**src/upg_pkg.sv**
```systemverilog
package upg_pkg;
	// Core clock period
	localparam int unsigned CLK_PS       = 20000;
	// Word-aligned register offsets
	localparam logic [9:0]  OFS_PERIOD_HI = 10'h1b4;
	localparam logic [9:0]  OFS_PERIOD_LO = 10'h1bc;
	localparam logic [9:0]  OFS_PULSE_CTL = 10'h1ec;
	// Divider step per sample mode
	localparam int unsigned STEP_REAL_PS  = 175000;
	localparam int unsigned STEP_CPLX_PS  = 171400;
	// Default epoch period
	localparam longint unsigned EPOCH_DEF_PS = 64'd50_000_000_000;
	localparam int unsigned EPOCH_DEF_REAL = int'(EPOCH_DEF_PS / STEP_REAL_PS);
	localparam int unsigned EPOCH_DEF_CPLX = int'(EPOCH_DEF_PS / STEP_CPLX_PS);
	// Pulse length: whole phase-clock cycles plus leftover phases of the master clock
	localparam longint unsigned REAL_MCLK_HZ = 64'd40_000_000;
	localparam longint unsigned REAL_PHASES  = 64'd7;
	localparam longint unsigned REAL_WHOLE   = 64'd5714;
	localparam longint unsigned REAL_FRAC    = 64'd2;
	localparam longint unsigned CPLX_MCLK_HZ = 64'd35_000_000;
	localparam longint unsigned CPLX_PHASES  = 64'd6;
	localparam longint unsigned CPLX_WHOLE   = 64'd5833;
	localparam longint unsigned CPLX_FRAC    = 64'd1;
	localparam longint unsigned PS_PER_S     = 64'd1_000_000_000_000;
	localparam longint unsigned PULSE_REAL_PS =
		(REAL_WHOLE * REAL_PHASES + REAL_FRAC) * PS_PER_S / REAL_MCLK_HZ;
	localparam longint unsigned PULSE_CPLX_PS =
		(CPLX_WHOLE * CPLX_PHASES + CPLX_FRAC) * PS_PER_S / CPLX_MCLK_HZ;
	localparam int unsigned PULSE_CYC_REAL = int'(PULSE_REAL_PS / CLK_PS);
	localparam int unsigned PULSE_CYC_CPLX = int'(PULSE_CPLX_PS / CLK_PS);
	// Field layouts
	localparam int unsigned HI_BITS      = 8;
	localparam int unsigned HI_ONCE_BIT  = 15;
	localparam int unsigned CTL_PER_BIT  = 15;
	localparam int unsigned CTL_PIN_BIT  = 14;
	localparam int unsigned CTL_N_BITS   = 8;
	localparam int unsigned PER_BITS     = 24;
	localparam int unsigned PLEN_BITS    = 16;
	localparam int unsigned ACC_BITS     = 19;
	// Reset values
	localparam logic [PER_BITS-1:0] PERIOD_RST = 24'h000000;

	typedef struct packed {
		logic        std_mode;
		logic [9:0]  addr;
		logic [15:0] wdata;
		logic        wr;
	} upg_host_s;
endpackage

```
**src/upg_pulse_gen.sv**
```systemverilog
`timescale 1ns/100ps
// Overview of operation
// - Pulse drives discrete output pin when enabled
// - Pulse starts on epoch strobe rising edge
// - Separate counter ends pulse after 1ms
// - Ratio change lasts one strobe period
// - Real mode divider steps every 175ns
// - Complex mode divider steps every 171.4ns
// - One-shot arms single pulse at next strobe
// - Periodic pulses next strobe, then every nth
// - Length 5714+2/7 or 5833+1/6 phase cycles
// - Strobe period defaults 50ms, register programmable
// - Measurement data latched at every strobe
module upg_pulse_gen #(
	parameter int unsigned PULSE_CYC_REAL = upg_pkg::PULSE_CYC_REAL,
	parameter int unsigned PULSE_CYC_CPLX = upg_pkg::PULSE_CYC_CPLX,
	parameter int unsigned EPOCH_DEF_REAL = upg_pkg::EPOCH_DEF_REAL,
	parameter int unsigned EPOCH_DEF_CPLX = upg_pkg::EPOCH_DEF_CPLX
) (
	input  wire logic              core_clk,
	input  wire logic              rst,
	input  wire upg_pkg::upg_host_s host,
	input  wire logic              complex_mode,
	input  wire logic [15:0]       meas_data,
	output logic                   meas_epoch_strobe,
	output logic [15:0]            meas_latched_q,
	output logic                   armed_q,
	output logic                   timemark_q,
	output logic                   timemark_pin
);
	localparam int unsigned PB = upg_pkg::PER_BITS;
	localparam int unsigned LB = upg_pkg::PLEN_BITS;
	localparam int unsigned AB = upg_pkg::ACC_BITS;
	localparam int unsigned NB = upg_pkg::CTL_N_BITS;

	// Register decode
	logic [7:0] word_idx;
	logic       wr_hi;
	logic       wr_lo;
	logic       wr_ctl;
	assign word_idx = host.std_mode ? host.addr[7:0] : host.addr[9:2];
	assign wr_hi    = host.wr && (word_idx == upg_pkg::OFS_PERIOD_HI[9:2]);
	assign wr_lo    = host.wr && (word_idx == upg_pkg::OFS_PERIOD_LO[9:2]);
	assign wr_ctl   = host.wr && (word_idx == upg_pkg::OFS_PULSE_CTL[9:2]);

	// Fractional divider step
	logic [AB-1:0] acc_q;
	logic [AB-1:0] acc_d;
	logic [AB-1:0] acc_sum;
	logic [AB-1:0] step;
	logic          tick;
	assign step    = complex_mode ? AB'(upg_pkg::STEP_CPLX_PS) : AB'(upg_pkg::STEP_REAL_PS);
	assign acc_sum = acc_q + AB'(upg_pkg::CLK_PS);
	assign tick    = acc_sum >= step;
	assign acc_d   = tick ? acc_sum - step : acc_sum;

	// Epoch divider
	logic [7:0]    hi_q;
	logic          hi_once_q;
	logic [PB-1:0] period_q;
	logic [PB-1:0] slew_q;
	logic          slew_pend_q;
	logic [PB-1:0] cnt_q;
	logic [PB-1:0] def_ratio;
	logic [PB-1:0] ratio;
	logic [PB-1:0] wr_value;
	logic          strobe;
	logic          at_end;
	assign def_ratio = complex_mode ? PB'(EPOCH_DEF_CPLX) : PB'(EPOCH_DEF_REAL);
	assign ratio     = slew_pend_q ? slew_q :
		(period_q == upg_pkg::PERIOD_RST) ? def_ratio : period_q;
	assign at_end    = (cnt_q + PB'(1)) >= ratio;
	assign strobe    = tick && at_end;
	assign wr_value  = {hi_q, host.wdata};

	always_ff @(posedge core_clk or posedge rst) begin
		if (rst) begin
			acc_q <= '0;
			cnt_q <= '0;
		end else begin
			acc_q <= acc_d;
			if (tick) begin
				cnt_q <= at_end ? '0 : cnt_q + PB'(1);
			end
		end
	end

	always_ff @(posedge core_clk or posedge rst) begin
		if (rst) begin
			hi_q        <= '0;
			hi_once_q   <= 1'b0;
			period_q    <= upg_pkg::PERIOD_RST;
			slew_q      <= '0;
			slew_pend_q <= 1'b0;
		end else begin
			if (wr_hi) begin
				hi_q      <= host.wdata[7:0];
				hi_once_q <= host.wdata[upg_pkg::HI_ONCE_BIT];
			end
			// A new write wins over the strobe that ends a slewed period
			if (wr_lo && hi_once_q) begin
				slew_q      <= wr_value;
				slew_pend_q <= 1'b1;
			end else if (strobe) begin
				slew_pend_q <= 1'b0;
			end
			if (wr_lo && !hi_once_q) begin
				period_q <= wr_value;
			end
		end
	end

	// Measurement capture
	always_ff @(posedge core_clk or posedge rst) begin
		if (rst) begin
			meas_epoch_strobe <= 1'b0;
			meas_latched_q    <= '0;
		end else begin
			meas_epoch_strobe <= strobe;
			if (strobe) begin
				meas_latched_q <= meas_data;
			end
		end
	end

	// Pulse arming
	logic          periodic_q;
	logic          pin_en_q;
	logic [NB-1:0] n_q;
	logic [NB-1:0] ncnt_q;
	logic          n_wrap;
	logic          fire;
	assign n_wrap = (n_q == '0) || (ncnt_q == n_q - NB'(1));
	assign fire   = strobe && armed_q && !wr_ctl && (!periodic_q || ncnt_q == '0);

	always_ff @(posedge core_clk or posedge rst) begin
		if (rst) begin
			armed_q    <= 1'b0;
			periodic_q <= 1'b0;
			pin_en_q   <= 1'b0;
			n_q        <= '0;
			ncnt_q     <= '0;
		end else if (wr_ctl) begin
			armed_q    <= 1'b1;
			periodic_q <= host.wdata[upg_pkg::CTL_PER_BIT];
			pin_en_q   <= host.wdata[upg_pkg::CTL_PIN_BIT];
			n_q        <= host.wdata[NB-1:0];
			ncnt_q     <= '0;
		end else if (strobe && armed_q) begin
			if (periodic_q) begin
				ncnt_q <= n_wrap ? '0 : ncnt_q + NB'(1);
			end else begin
				armed_q <= 1'b0;
			end
		end
	end

	// Pulse length counter, independent of the divider
	logic [LB-1:0] plen_q;
	logic [LB-1:0] plen_d;
	logic [LB-1:0] pulse_len;
	assign pulse_len = complex_mode ? LB'(PULSE_CYC_CPLX) : LB'(PULSE_CYC_REAL);
	assign plen_d    = fire ? pulse_len : (plen_q != '0) ? plen_q - LB'(1) : '0;

	always_ff @(posedge core_clk or posedge rst) begin
		if (rst) begin
			plen_q     <= '0;
			timemark_q <= 1'b0;
		end else begin
			plen_q     <= plen_d;
			timemark_q <= plen_d != '0;
		end
	end

	assign timemark_pin = timemark_q && pin_en_q;

	logic [LB-1:0] hi_len_q;
	always_ff @(posedge core_clk or posedge rst) begin
		if (rst) begin
			hi_len_q <= '0;
		end else begin
			hi_len_q <= fire ? LB'(1) : timemark_q ? hi_len_q + LB'(1) : '0;
		end
	end
endmodule // upg_pulse_gen

```
**config.mk**
```make
export PLATFORM = sky130hd
export DESIGN_NAME = upg_pulse_gen
export DESIGN_NICKNAME = d
export VERILOG_FILES = /design/src/upg_pkg.sv /design/src/upg_pulse_gen.sv
export SDC_FILE = /design/constraint.sdc
export NUM_CORES = 1
export LEC_CHECK = 0
export BUFFER_PORTS_ARGS = -buffer_cell sky130_fd_sc_hd__buf_4
export CORE_ASPECT_RATIO = 2
export CORE_UTILIZATION = 40
export DETAILED_ROUTE_END_ITERATION = 7
export PLACE_DENSITY = 0.71
export SYNTH_ARGS = -nofsm -noshare
export SYNTH_HDL_FRONTEND = slang
export SYNTH_SLANG_ARGS = --single-unit
```
**constraint.sdc**
```tcl
create_clock -name core_clk -period 4.32 [get_ports core_clk]
set_input_delay 0.216 -clock core_clk [delete_from_list [all_inputs] [get_ports core_clk]]
set_output_delay 0.216 -clock core_clk [all_outputs]
set_load 0.005 [all_outputs]
```
# [After elaboration in Yosys (flattened, before gate mapping)]
# Cells that the tools add are included.
[word_totals] reg_bits=154 input_bits=47 out_inout_bits=20 wordCells=73
[op_classes] n_addsub=6 n_lt_le_gt_ge=2 eq_ne=5 muxes=19 reduce_logical=25
[ops] op="24-bit 2-to-1 mux" count=3
[ops] op="8-bit 2-to-1 mux" count=5
[ops] op="16-bit 2-to-1 mux" count=2
[ops] op="16-bit nonzero test" count=2
[ops] op="14-bit 2-to-1 mux" count=2
[ops] op="24-bit by 1-bit adder with 24-bit output, second input constant" count=1
[ops] op="8-bit by 7-bit == test with 1-bit output, second input constant" count=3
[ops] op="24-bit greater-or-equal comparator" count=1
[ops] op="24-bit zero test" count=1
[ops] op="19-bit by 15-bit adder with 19-bit output, second input constant" count=1
[ops] op="19-bit by 18-bit greater-or-equal comparator with 1-bit output" count=1
[ops] op="19-bit 2-to-1 mux" count=1
[ops] op="19-bit by 18-bit subtractor with 19-bit output" count=1
[ops] op="8-bit zero test" count=2
[ops] op="16-bit by 1-bit subtractor with 16-bit output, second input constant" count=1
[ops] op="1-bit logical AND" count=10
[ops] op="8-bit by 1-bit adder with 8-bit output, second input constant" count=1
[ops] op="8-bit == test" count=1
[ops] op="8-bit by 1-bit subtractor with 8-bit output, second input constant" count=1
[ops] op="2-bit nonzero test" count=3
[ops] op="1-bit 2-to-1 mux" count=5
[ops] op="5-bit 2-to-1 mux" count=1
[ops] op="2-bit AND reduction" count=2
[ops] op="1-bit zero test" count=3
[ops] op="2 further kinds" count=3

# [Logic depth before layout (Yosys ltp)]
# Gate-level depths: netlist of run 1.
[depth] ltp_word=10 mapped_depth=18

# [Least setup slack after synthesis of run 1]
# No wires, ideal clock.
[synth_timing] path_type="reg2reg" from="reg cnt_q[5]" to="reg ncnt_q[4]" setup_ns=0.124 arrival_ns=3.970 required_time_ns=4.196 setup_slack_ns=0.226 stages_incl_launch_ff=16 cell_sequence="dfrtp_1 inv_1 or3_1 nor3_1 nand3_1 nor2_1 xor2_1 ha_1 nand4_1 nor4_1 o2111ai_1 a21oi_4 nor2_1 clkbuf_8 o31a_1 a211o_1"
[synth_between] elab_chain_cells=6
[synth_lines] item="start: declaration" line="upg_pulse_gen.sv:63" text="logic [PB-1:0] cnt_q;"
[synth_lines] item="start signal: assignment" line="upg_pulse_gen.sv:83" text="cnt_q <= at_end ? '0 : cnt_q + PB'(1);"
[synth_lines] item="24-bit by 1-bit adder with 24-bit output" line="upg_pulse_gen.sv:72" text="assign at_end = (cnt_q + PB'(1)) >= ratio;"
[synth_lines] item="24-bit greater-or-equal comparator" line="upg_pulse_gen.sv:72"
[synth_lines] item="1-bit logical AND" line="upg_pulse_gen.sv:73" text="assign strobe = tick && at_end;"
[synth_lines] item="1-bit logical AND" line="upg_pulse_gen.sv:149" text="end else if (strobe && armed_q) begin"
[synth_lines] item="2-bit nonzero test (no source line)"
[synth_lines] item="2-bit AND reduction (no source line)"
[synth_lines] item="end signal: assignment" line="upg_pulse_gen.sv:151" text="ncnt_q <= n_wrap ? '0 : ncnt_q + NB'(1);"
[synth_lines] item="end: declaration" line="upg_pulse_gen.sv:130" text="logic [NB-1:0] ncnt_q;"
# Every way passes these cells.
# A chain may end at the register's enable or synchronous reset.

# [Final worst setup path of run 1]
[layout_timing] from="reg cnt_q[5]" to="reg cnt_q[11]"
[layout_between] elab_chain_cells=3
[layout_lines] item="24-bit by 1-bit adder with 24-bit output *" line="upg_pulse_gen.sv:72, upg_pulse_gen.sv:83"
[layout_lines] item="24-bit greater-or-equal comparator" line="upg_pulse_gen.sv:72"
[layout_lines] item="24-bit 2-to-1 mux *" line="upg_pulse_gen.sv:83"
# Every way passes the cells marked *; elsewhere a longest branch is shown, timed or not.

==> results, run 1 <==
- The wire length of the first global-routing pass is 35100 um.
- The number of iterations in the first detailed-routing pass is 6.
- Across all register-to-register paths, the minimum setup slack is 160 ps.
- The via count of the first global-routing pass is 6957.
- The worst setup path is launched from a flip-flop.
- The number of nets in the synthesized netlist is 896.
- The number of clock sinks is 151.
- Entering global routing, the biggest net connects 91 pins.
- STA puts the critical path data arrival time at 4540 ps.
- In this design, the critical path's most frequently occurring cell is sky130_fd_sc_hd__nor2_1.
- The worst hold path begins at meas_data[3].
- Row generation in the floorplan step produced 75 rows.
- The count of final setup violators is 0.
- The tightest min-delay check is of the primary input to flip-flop type.
- For this run, design rule violations remaining after detail routing come to 0.
- The flow ran to the end, and the final reports show no timing, DRC or antenna violations.
- The area of the mapped netlist is 8660 um2.
- Routability-driven placement finished with a final weighted congestion of 0.951.
- For this run, the register share of the synthesized area comes to 43.6%.
- The wire length per cell after detailed routing is 17.9 um.
- The later pin in the worst-skew pair is clocked with a latency of 430 ps.
- The number of inserted filler cells in the final layout is 1886.
- At the placement stage, the worst setup path has a slack of 121 ps.
- The routed via count divided by cell count is 5.58.
- At the worst endpoint, the required time is 4690 ps.
- The number of nets in the finished design is 987.
- For the pin with the worst max-slew slack, the measured transition is 1110 ps.
- Among all stages on the critical path, the largest delay is contributed by sky130_fd_sc_hd__o41ai_2.
- The number of buffers on the longest clock path is 2.
- Cells with a size suffix above 1 make up 26.9% of the layout.
- The floorplan step defined a core boundary enclosing 21100 um2.
- After layout, the minimum clock period comes to 4160 ps.
- The number of antenna violations at the first check in global routing is 0.
- The nature of the critical path endpoint is a flip-flop.
- The multi-input combinational cells in the finished layout cover a total of 4650 um2.
- The CTS H-tree depth is 4.
- The layout overhead on the synthesized area is 18.4%.
- The period utilization is 96.4%.
- The register area is 3780 um2.
- In this design, the stage delay of the slowest critical-path cell is 530 ps.
- Once detail routing completed, the nets flagged for antenna violations numbered 0.
- Input and output buffers added on the ports amount to 66.
- The total number of yosys warnings is 0.
- The number of storage elements in the synthesis netlist is 151.
- The total wire length is 21200 um.
- Walking the worst path, the cells encountered are inv_1 -> or3_1 -> nor2_1 -> and3_1 -> xor2_1 -> ha_1 -> a211oi_1 -> o211ai_1 -> o221ai_1 -> o2111ai_2 -> nor2_1 -> nand2b_1 -> o41ai_2 -> buf_4.
- The most critical setup path has its startpoint at cnt_q[5].
- The initial DRC count is 295.
- The final setup slack of the worst path is 155 ps.
- The final count of pins violating max slew is 0.
- Along the worst path, the maximum fanout reaches 6.
- Yosys mapped a number of flops with a built-in enable equal to 0.
- The number of antenna cells inserted is 0.
- The routed layout has 6595 vias.
- The maximum ir drop on the vdd rail is 617 uV.
- The per-instance average area after synthesis is 10.7 um2.
- In this run the vertical extent of the chip is 210 um.
- The cell count after synthesis came out at 810.
- The worst clock skew is 9.31 ps.
- The setup path with the least slack is of type flip-flop to flip-flop.
- The final core utilization is 48.5%.
- Power spread over the standard cell area amounts to 598 nW/um2.
- The floorplan die width is 106 um.
- The number of max-capacitance violations reported is 0.
- In this run, CTS created clock tree buffers numbering 17.
- The area of the die is 22300 um2.
- The tree is rooted in a sky130_fd_sc_hd__clkbuf_16.
- The relative slew slack is 25.7%.
- TritonCTS built the clock tree.
- Once the floorplan was initialized, standard cells occupied 41.0% of the core.
- In the synthesized netlist the async set-or-reset flop fraction comes to 100%.
- The critical path's top delay family is simple AND/OR/NAND/NOR gates.
- In this run the static leakage power is 4.65 nW.
- The number of ports placed on the die boundary is 67.
- The netlist uses 87 different library cells.
- The final hold violation count is 0.
- The completed layout was analyzed and its total power is 0.00613 W.
- The predominant post-synthesis flop cell is sky130_fd_sc_hd__dfrtp_1.
- For this run, the top clock speed supported by timing is 240 MHz.
- For this run the aggregate overflow at the end of global routing stands at 0.
- The clock-pin slew on the worst setup and hold paths is 60 ps.
- In this run the critical register-to-register path is launched from cnt_q[5].
- The number of buffers and inverters on the critical path is 2.
- For this run, the total global-route usage over all layers was measured as 20.5%.
- The half-perimeter wire length after detailed placement is 15900 um.
## sequential cells by signal, indices dropped and copies added (netlist names)
name,cells
cnt_q,24
period_q,24
slew_q,24
acc_q,16
meas_latched_q,16
plen_q,16
hi_q,8
n_q,8
ncnt_q,8
armed_q,1
hi_once_q,1
meas_epoch_strobe,1
periodic_q,1
pin_en_q,1
slew_pend_q,1
timemark_q,1
## worst paths after layout
kind | end | cells past startpoint
max reg2reg | cnt_q[11] | 14
min reg2reg | plen_q[0] | 1
min | meas_latched_q[3] | 2
min in group asynchronous | n_q[6] | 3
max | cnt_q[11] | 14
max in group asynchronous | period_q[15] | 4
## synth_stat cells (7+ instances only)
| cell type | instances | share of area (%) |
|---|---|---|
| sky130_fd_sc_hd__a21oi_1 | 23 | 1.3 |
| sky130_fd_sc_hd__and3_1 | 7 | 0.51 |
| sky130_fd_sc_hd__buf_2 | 8 | 0.46 |
| sky130_fd_sc_hd__clkbuf_1 | 11 | 0.48 |
| sky130_fd_sc_hd__dfrtp_1 | 151 | 44 |
| sky130_fd_sc_hd__ha_1 | 38 | 5.5 |
| sky130_fd_sc_hd__inv_1 | 24 | 1.0 |
| sky130_fd_sc_hd__mux2_2 | 84 | 11 |
| sky130_fd_sc_hd__mux2i_1 | 18 | 2.1 |
| sky130_fd_sc_hd__nand2_1 | 65 | 2.8 |
| sky130_fd_sc_hd__nand2b_1 | 8 | 0.58 |
| sky130_fd_sc_hd__nand3_1 | 23 | 1.3 |
| sky130_fd_sc_hd__nand4_1 | 12 | 0.87 |
| sky130_fd_sc_hd__nor2_1 | 51 | 2.2 |
| sky130_fd_sc_hd__nor3_1 | 22 | 1.3 |
| sky130_fd_sc_hd__nor4_1 | 18 | 1.3 |
| sky130_fd_sc_hd__o21ai_0 | 31 | 1.8 |
| sky130_fd_sc_hd__o21ai_1 | 7 | 0.40 |
| sky130_fd_sc_hd__o22ai_1 | 12 | 0.87 |
| sky130_fd_sc_hd__o31ai_1 | 7 | 0.61 |
| sky130_fd_sc_hd__xnor2_1 | 46 | 4.7 |
| sky130_fd_sc_hd__xor2_1 | 23 | 2.3 |
## power by group
| group | switching, W | total, W | leakage (nW) | internal [W] |
|---|---|---|---|---|
| logic | 0.00156 | 0.00270 | 2.40 | 0.00114 |
| clock network | 0.000595 | 0.00147 | 0.285 | 0.000875 |
| registers | 0.000284 | 0.00196 | 1.97 | 0.00168 |
## final cells by class
| type | instances | area share, % |
|---|---|---|
| Sequential cell | 151 | 36.9 |
| Multi-Input combinational cell | 604 | 45.4 |
| Tap cell | 269 | 3.28 |
| Clock buffer | 19 | 4.42 |
| Clock inverter | 12 | 1.23 |
| Timing Repair Buffer | 103 | 7.91 |
| Inverter | 24 | 0.928 |
## per-stage QoR
stage	area, um2	hold WS [ps]	cells	TNS (ps)
after floorplan	8660	309	810	0
after global placement	9520	448	1140	0
after detailed placement	9520	452	1140	0
after CTS	10200	1.18	1181	0
after global routing	10200	6.61	1182	-76.1
final	10200	19.0	1182	0
## cells by family after synthesis
kind of cell               after synthesis  synth area share, %
DFF                                    151                 43.6
AOI/OAI and AO/OA                      143                 12.0
and+or+nand+nor                        248                 14.7
xor gates and xnor gates                72                 7.67
buffers and inverters                   55                 3.19
adders and majority gates               39                 5.72
muxes                                  102                 13.0
## placed cells by master (no fill, tap or decap), drive strengths merged, types with 4 or more instances in the layout
| cell type | instances |
|---|---|
| a211oi | 6 |
| a21o | 5 |
| a21oi | 25 |
| a22o | 5 |
| and2 | 5 |
| and3 | 7 |
| buf | 93 |
| clkbuf | 19 |
| clkinv | 6 |
| dfrtp | 151 |
| dlygate4sd3 | 10 |
| ha | 38 |
| inv | 26 |
| mux2 | 84 |
| mux2i | 18 |
| nand2 | 65 |
| nand2b | 8 |
| nand3 | 24 |
| nand4 | 13 |
| nor2 | 52 |
| nor2b | 4 |
| nor3 | 22 |
| nor4 | 19 |
| o2111ai | 5 |
| o21ai | 39 |
| o22ai | 12 |
| o2bb2ai | 4 |
| o31ai | 7 |
| o41ai | 6 |
| or2 | 5 |
| or3 | 6 |
| or4 | 5 |
| xnor2 | 47 |
| xor2 | 25 |
## worst reg2reg max path, delay by kind of cell, from the launching register on
family	cells	cell delay [ps]
xor gates and xnor gates	1	240
AOI/OAI and AO/OA	5	1340
DFF	1	420
and+or+nand+nor	5	1510
adders and majority gates	1	310
buffers and inverters	2	290
## routing by layer
layer	up-vias	share of wire (%)	global-route usage (%)
li1	3136	-	-
met1	3239	35	19.3
met2	156	58	40.1
met3	64	2.9	3.65
met4	0	5.0	11.8
met5	-	0	0
## repair_timing
action,in CTS,in global routing
gates resized for setup,0,7
buffers inserted,0,1
hold buffers,10,0
hold endpoints to repair,65,0
setup endpoints to repair,0,43
No activity file was read; power rests on OpenSTA's default activity.
==> inputs of run 2 (changes only) <==
--- a/config.mk
+++ b/config.mk
@@ -6,10 +6,9 @@
 export NUM_CORES = 1
 export LEC_CHECK = 0
 export BUFFER_PORTS_ARGS = -buffer_cell sky130_fd_sc_hd__buf_4
-export CORE_ASPECT_RATIO = 2
-export CORE_UTILIZATION = 40
+export CORE_UTILIZATION = 35
 export DETAILED_ROUTE_END_ITERATION = 7
-export PLACE_DENSITY = 0.71
+export PLACE_DENSITY = 0.65
 export SYNTH_ARGS = -nofsm -noshare
 export SYNTH_HDL_FRONTEND = slang
 export SYNTH_SLANG_ARGS = --single-unit
==> constraint.sdc (replaced) <==
create_clock -name core_clk -period 4.32 [get_ports core_clk]
set_input_delay 0 -clock core_clk [delete_from_list [all_inputs] [get_ports core_clk]]
set_output_delay 0 -clock core_clk [all_outputs]
set_load 0.005 [all_outputs]
==> run 2 against run 1 <==
Net effect: sequential cell count is the same; global-route usage decreased by 4.0 points; first-iteration DRC count grew 46%; highest routed layer unchanged; maximum frequency increased by 3.5%.
==> results, run 2 (same netlist as run 1, synthesis figures left out) <==
- The wire length per cell after detailed routing was 15.8 um (-12%).
- The tightest min-delay check is of the primary input to asynchronous set/reset pin type.
- The largest net degree at the start of global routing is 79 (-13%).
- The global-route congestion overflow total is 0 (unchanged).
- The number of ports placed on the die boundary is 67 (unchanged).
- The die outline height is 159 um (-24%).
- The summed negative setup slack over all endpoints was 0 ps (unchanged).
- The final setup slack of the worst path is 295 ps (+140 ps).
- The wire length of the first global-routing pass is 34000 um (-3.2%).
- The initial DRC count was 432 (+46%).
- The number of clock sinks is 151 (unchanged).
- The number of buffers on the longest clock path was 2 (unchanged).
- The clock period minus worst slack is 4030 ps (-140 ps).
- The post-layout instance count excluding filler cells was 1261 (+6.7%).
- The final weighted congestion in routability-driven placement is 0.820 (-14%).
- The power density of the placed cells was 579 nW/um2 (-3.1%).
- The number of antenna cells inserted was 0 (unchanged).
- The total cell area at the placement stage is 9530 um2 (about the same).
- The cell chosen for the clock root is sky130_fd_sc_hd__clkbuf_16.
- The launching point of the worst reg2reg path is cnt_q[5].
- The effective utilization at floorplan was 35.6% (-5.4 points).
- The achievable clock frequency came to 248 MHz (+3.5%).
- TritonCTS built the clock tree.
- The routed via count divided by cell count came to 5.20 (-6.7%).
- The maximum fanout encountered on the critical timing path is 7 (+1).
- The final hold violation count is 0 (unchanged).
- The CTS H-tree depth is 4 (unchanged).
- The half-perimeter wire length after detailed placement is 13800 um (-13%).
- The final antenna-violating net count is 0 (unchanged).
- The cell count after placement is 1188 (+4.2%).
- The worst clock skew was 13.5 ps (+4.15 ps).
- The number of antenna violations at the first check in global routing is 0 (unchanged).
- The clock latency at the later pin of the worst-skew pair is 440 ps (about the same).
- The number of placement rows came to 57 (-24%).
- The residual DRC count was 0 (unchanged).
- The final design instance area without fill is 10600 um2 (+3.5%).
- The critical path goes through inv_1 -> or3_1 -> nor3_2 -> nand3_2 -> nor2_1 -> xor2_1 -> ha_1 -> nand4_1 -> nor4_2 -> o2111ai_1 -> a21oi_4 -> buf_4 -> nor2_4 -> o31a_1 -> a211o_1.
- The area of the core was 24300 um2 (+15%).
- The number of nets in the finished design is 1010 (+2.3%).
- The via count of the first global-routing pass is 6687 (-3.9%).
- The largest registers in the layout are cnt_q (24), period_q (24), slew_q (24).
- Leaving out fill and tap cells, the most frequent cell in the layout is sky130_fd_sc_hd__dfrtp_1.
- The worst hold slack is 231 ps (+212 ps).
- The arrival time of data at the critical path endpoint is 4350 ps (-190 ps).
- The proportion of layout cells with a drive suffix above 1 is 26.5% (-0.48 points).
- The total wire length is 19900 um (-6.0%).
- Leaving out fill and tap cells, the most frequent cells in the layout are sky130_fd_sc_hd__dfrtp_1 (151), sky130_fd_sc_hd__buf_4 (91), sky130_fd_sc_hd__mux2_2 (84), sky130_fd_sc_hd__nand2_1 (65), sky130_fd_sc_hd__nor2_1 (50).
- The required arrival time at the worst endpoint is 4650 ps (-40 ps).
- The area of the die is 25400 um2 (+14%).
- The count of final setup violators came to 0 (unchanged).
- The floorplan die width is 159 um (+50%).
- The critical path starts at cnt_q[5].
- The biggest cell delay along the critical path is 430 ps (-100 ps).
- STA classifies the critical path endpoint as a flip-flop.
- The setup slack after placement is -131 ps (-252 ps).
- The number of buffers inserted during clock tree synthesis is 17 (unchanged).
- The aggregate global-route resource usage is 16.5% (-4.0 points).
- The number of buffer cells added on primary ports was 66 (unchanged).
- On the critical path, the stage with the largest delay is an instance of sky130_fd_sc_hd__or3_1.
- The worst setup path is launched from a flip-flop.
- The run finished with clean final reports.
- The number of max-capacitance violations reported is 0 (unchanged).
- The clock-pin slew on the worst setup and hold paths is 80 ps (+20 ps).
- The overall via count from detail_route is 6562 (-0.50%).
- The relative slew slack is 25.1% (-0.62 points).
- The actual slew at the worst max-slew pin is 1120 ps (+9.35 ps).
- The final count of pins violating max slew was 0 (unchanged).
- The number of iterations in the first detailed-routing pass is 5 (-1).
- The static leakage power is 4.76 nW (+2.3%).
- The period utilization came to 93.2% (-3.2 points).
- The maximum ir drop on the vdd rail was 506 uV (-18%).
- The critical path is of the flip-flop to flip-flop type.
- The area growth from synthesis to layout is 22.5%.
-- run 2: cell count changes in the layout (fill, tap and decap cells not counted), sizes merged --
cell	delta
bufinv	-2
clkinv	+1
inv	+4
dlygate4sd3	+24
clkbuf	-2
buf	-1
-- run 2: timing repair --
| action | 4_1_cts | 5_1_grt |
|---|---|---|
| endpoints found under the hold margin | 147 | 0 |
| resized for setup | 1 | 10 |
| pin swaps | 1 | 0 |
| endpoints found under the setup margin | 20 | 54 |
| hold buffers | 34 | 0 |
| buffers inserted | 1 | 6 |
-- run 2: routing by layer --
layer	vias up	wire (um)	GRT usage [%]
li1	3169	-	-
met1	3227	8990	21.2
met2	140	9930	28.3
met3	26	763	3.46
met4	0	257	4.37
met5	-	0	0
-- run 2: area by class of cell --
type	instances	area, um2
sequential	151	3780
timing repair buffer	126	1040
fill	2229	13700
multi-input combinational	604	4670
tap	324	405
clock buffer	17	425
inverter	24	95.1
clock inverter	15	184
-- run 2: power by group --
part           switching [W]  internal, W  total (W)
registers           0.000259      0.00168    0.00193
clock network       0.000728     0.000783    0.00151
logic                0.00155      0.00115    0.00270
-- run 2: metrics by stage --
step / utilization [%] / power, W
floorplan: - / 0.00399
global placement: 39.2 / 0.00454
detailed placement: 39.2 / 0.00460
CTS: 43.2 / 0.00617
global route: 43.6 / 0.00660
finish: 43.6 / 0.00614
-- run 2: worst max-delay path: cells and delay by family (launching register included) --
family,cells,cell delay (ps)
buffers and inverters,2,240
flip-flops,1,400
AO/OA/AOI/OAI,4,1100
XOR/XNOR,1,100
adder cells (fa/ha/maj),1,310
AND/OR/NAND/NOR,7,1750
-- run 2: path summary, 6_finish.rpt --
| check | end | slack [ps] | cells after the start |
|---|---|---|---|
| max in group asynchronous | cnt_q[9] | 3090 | 4 |
| worst max-delay path | ncnt_q[2] | 290 | 15 |
| worst max register to register | ncnt_q[2] | 290 | 15 |
| min in group core_clk | n_q[0] | 250 | 3 |
| worst min-delay path | meas_latched_q[7] | 230 | 3 |
| worst min register to register | plen_q[0] | 460 | 1 |
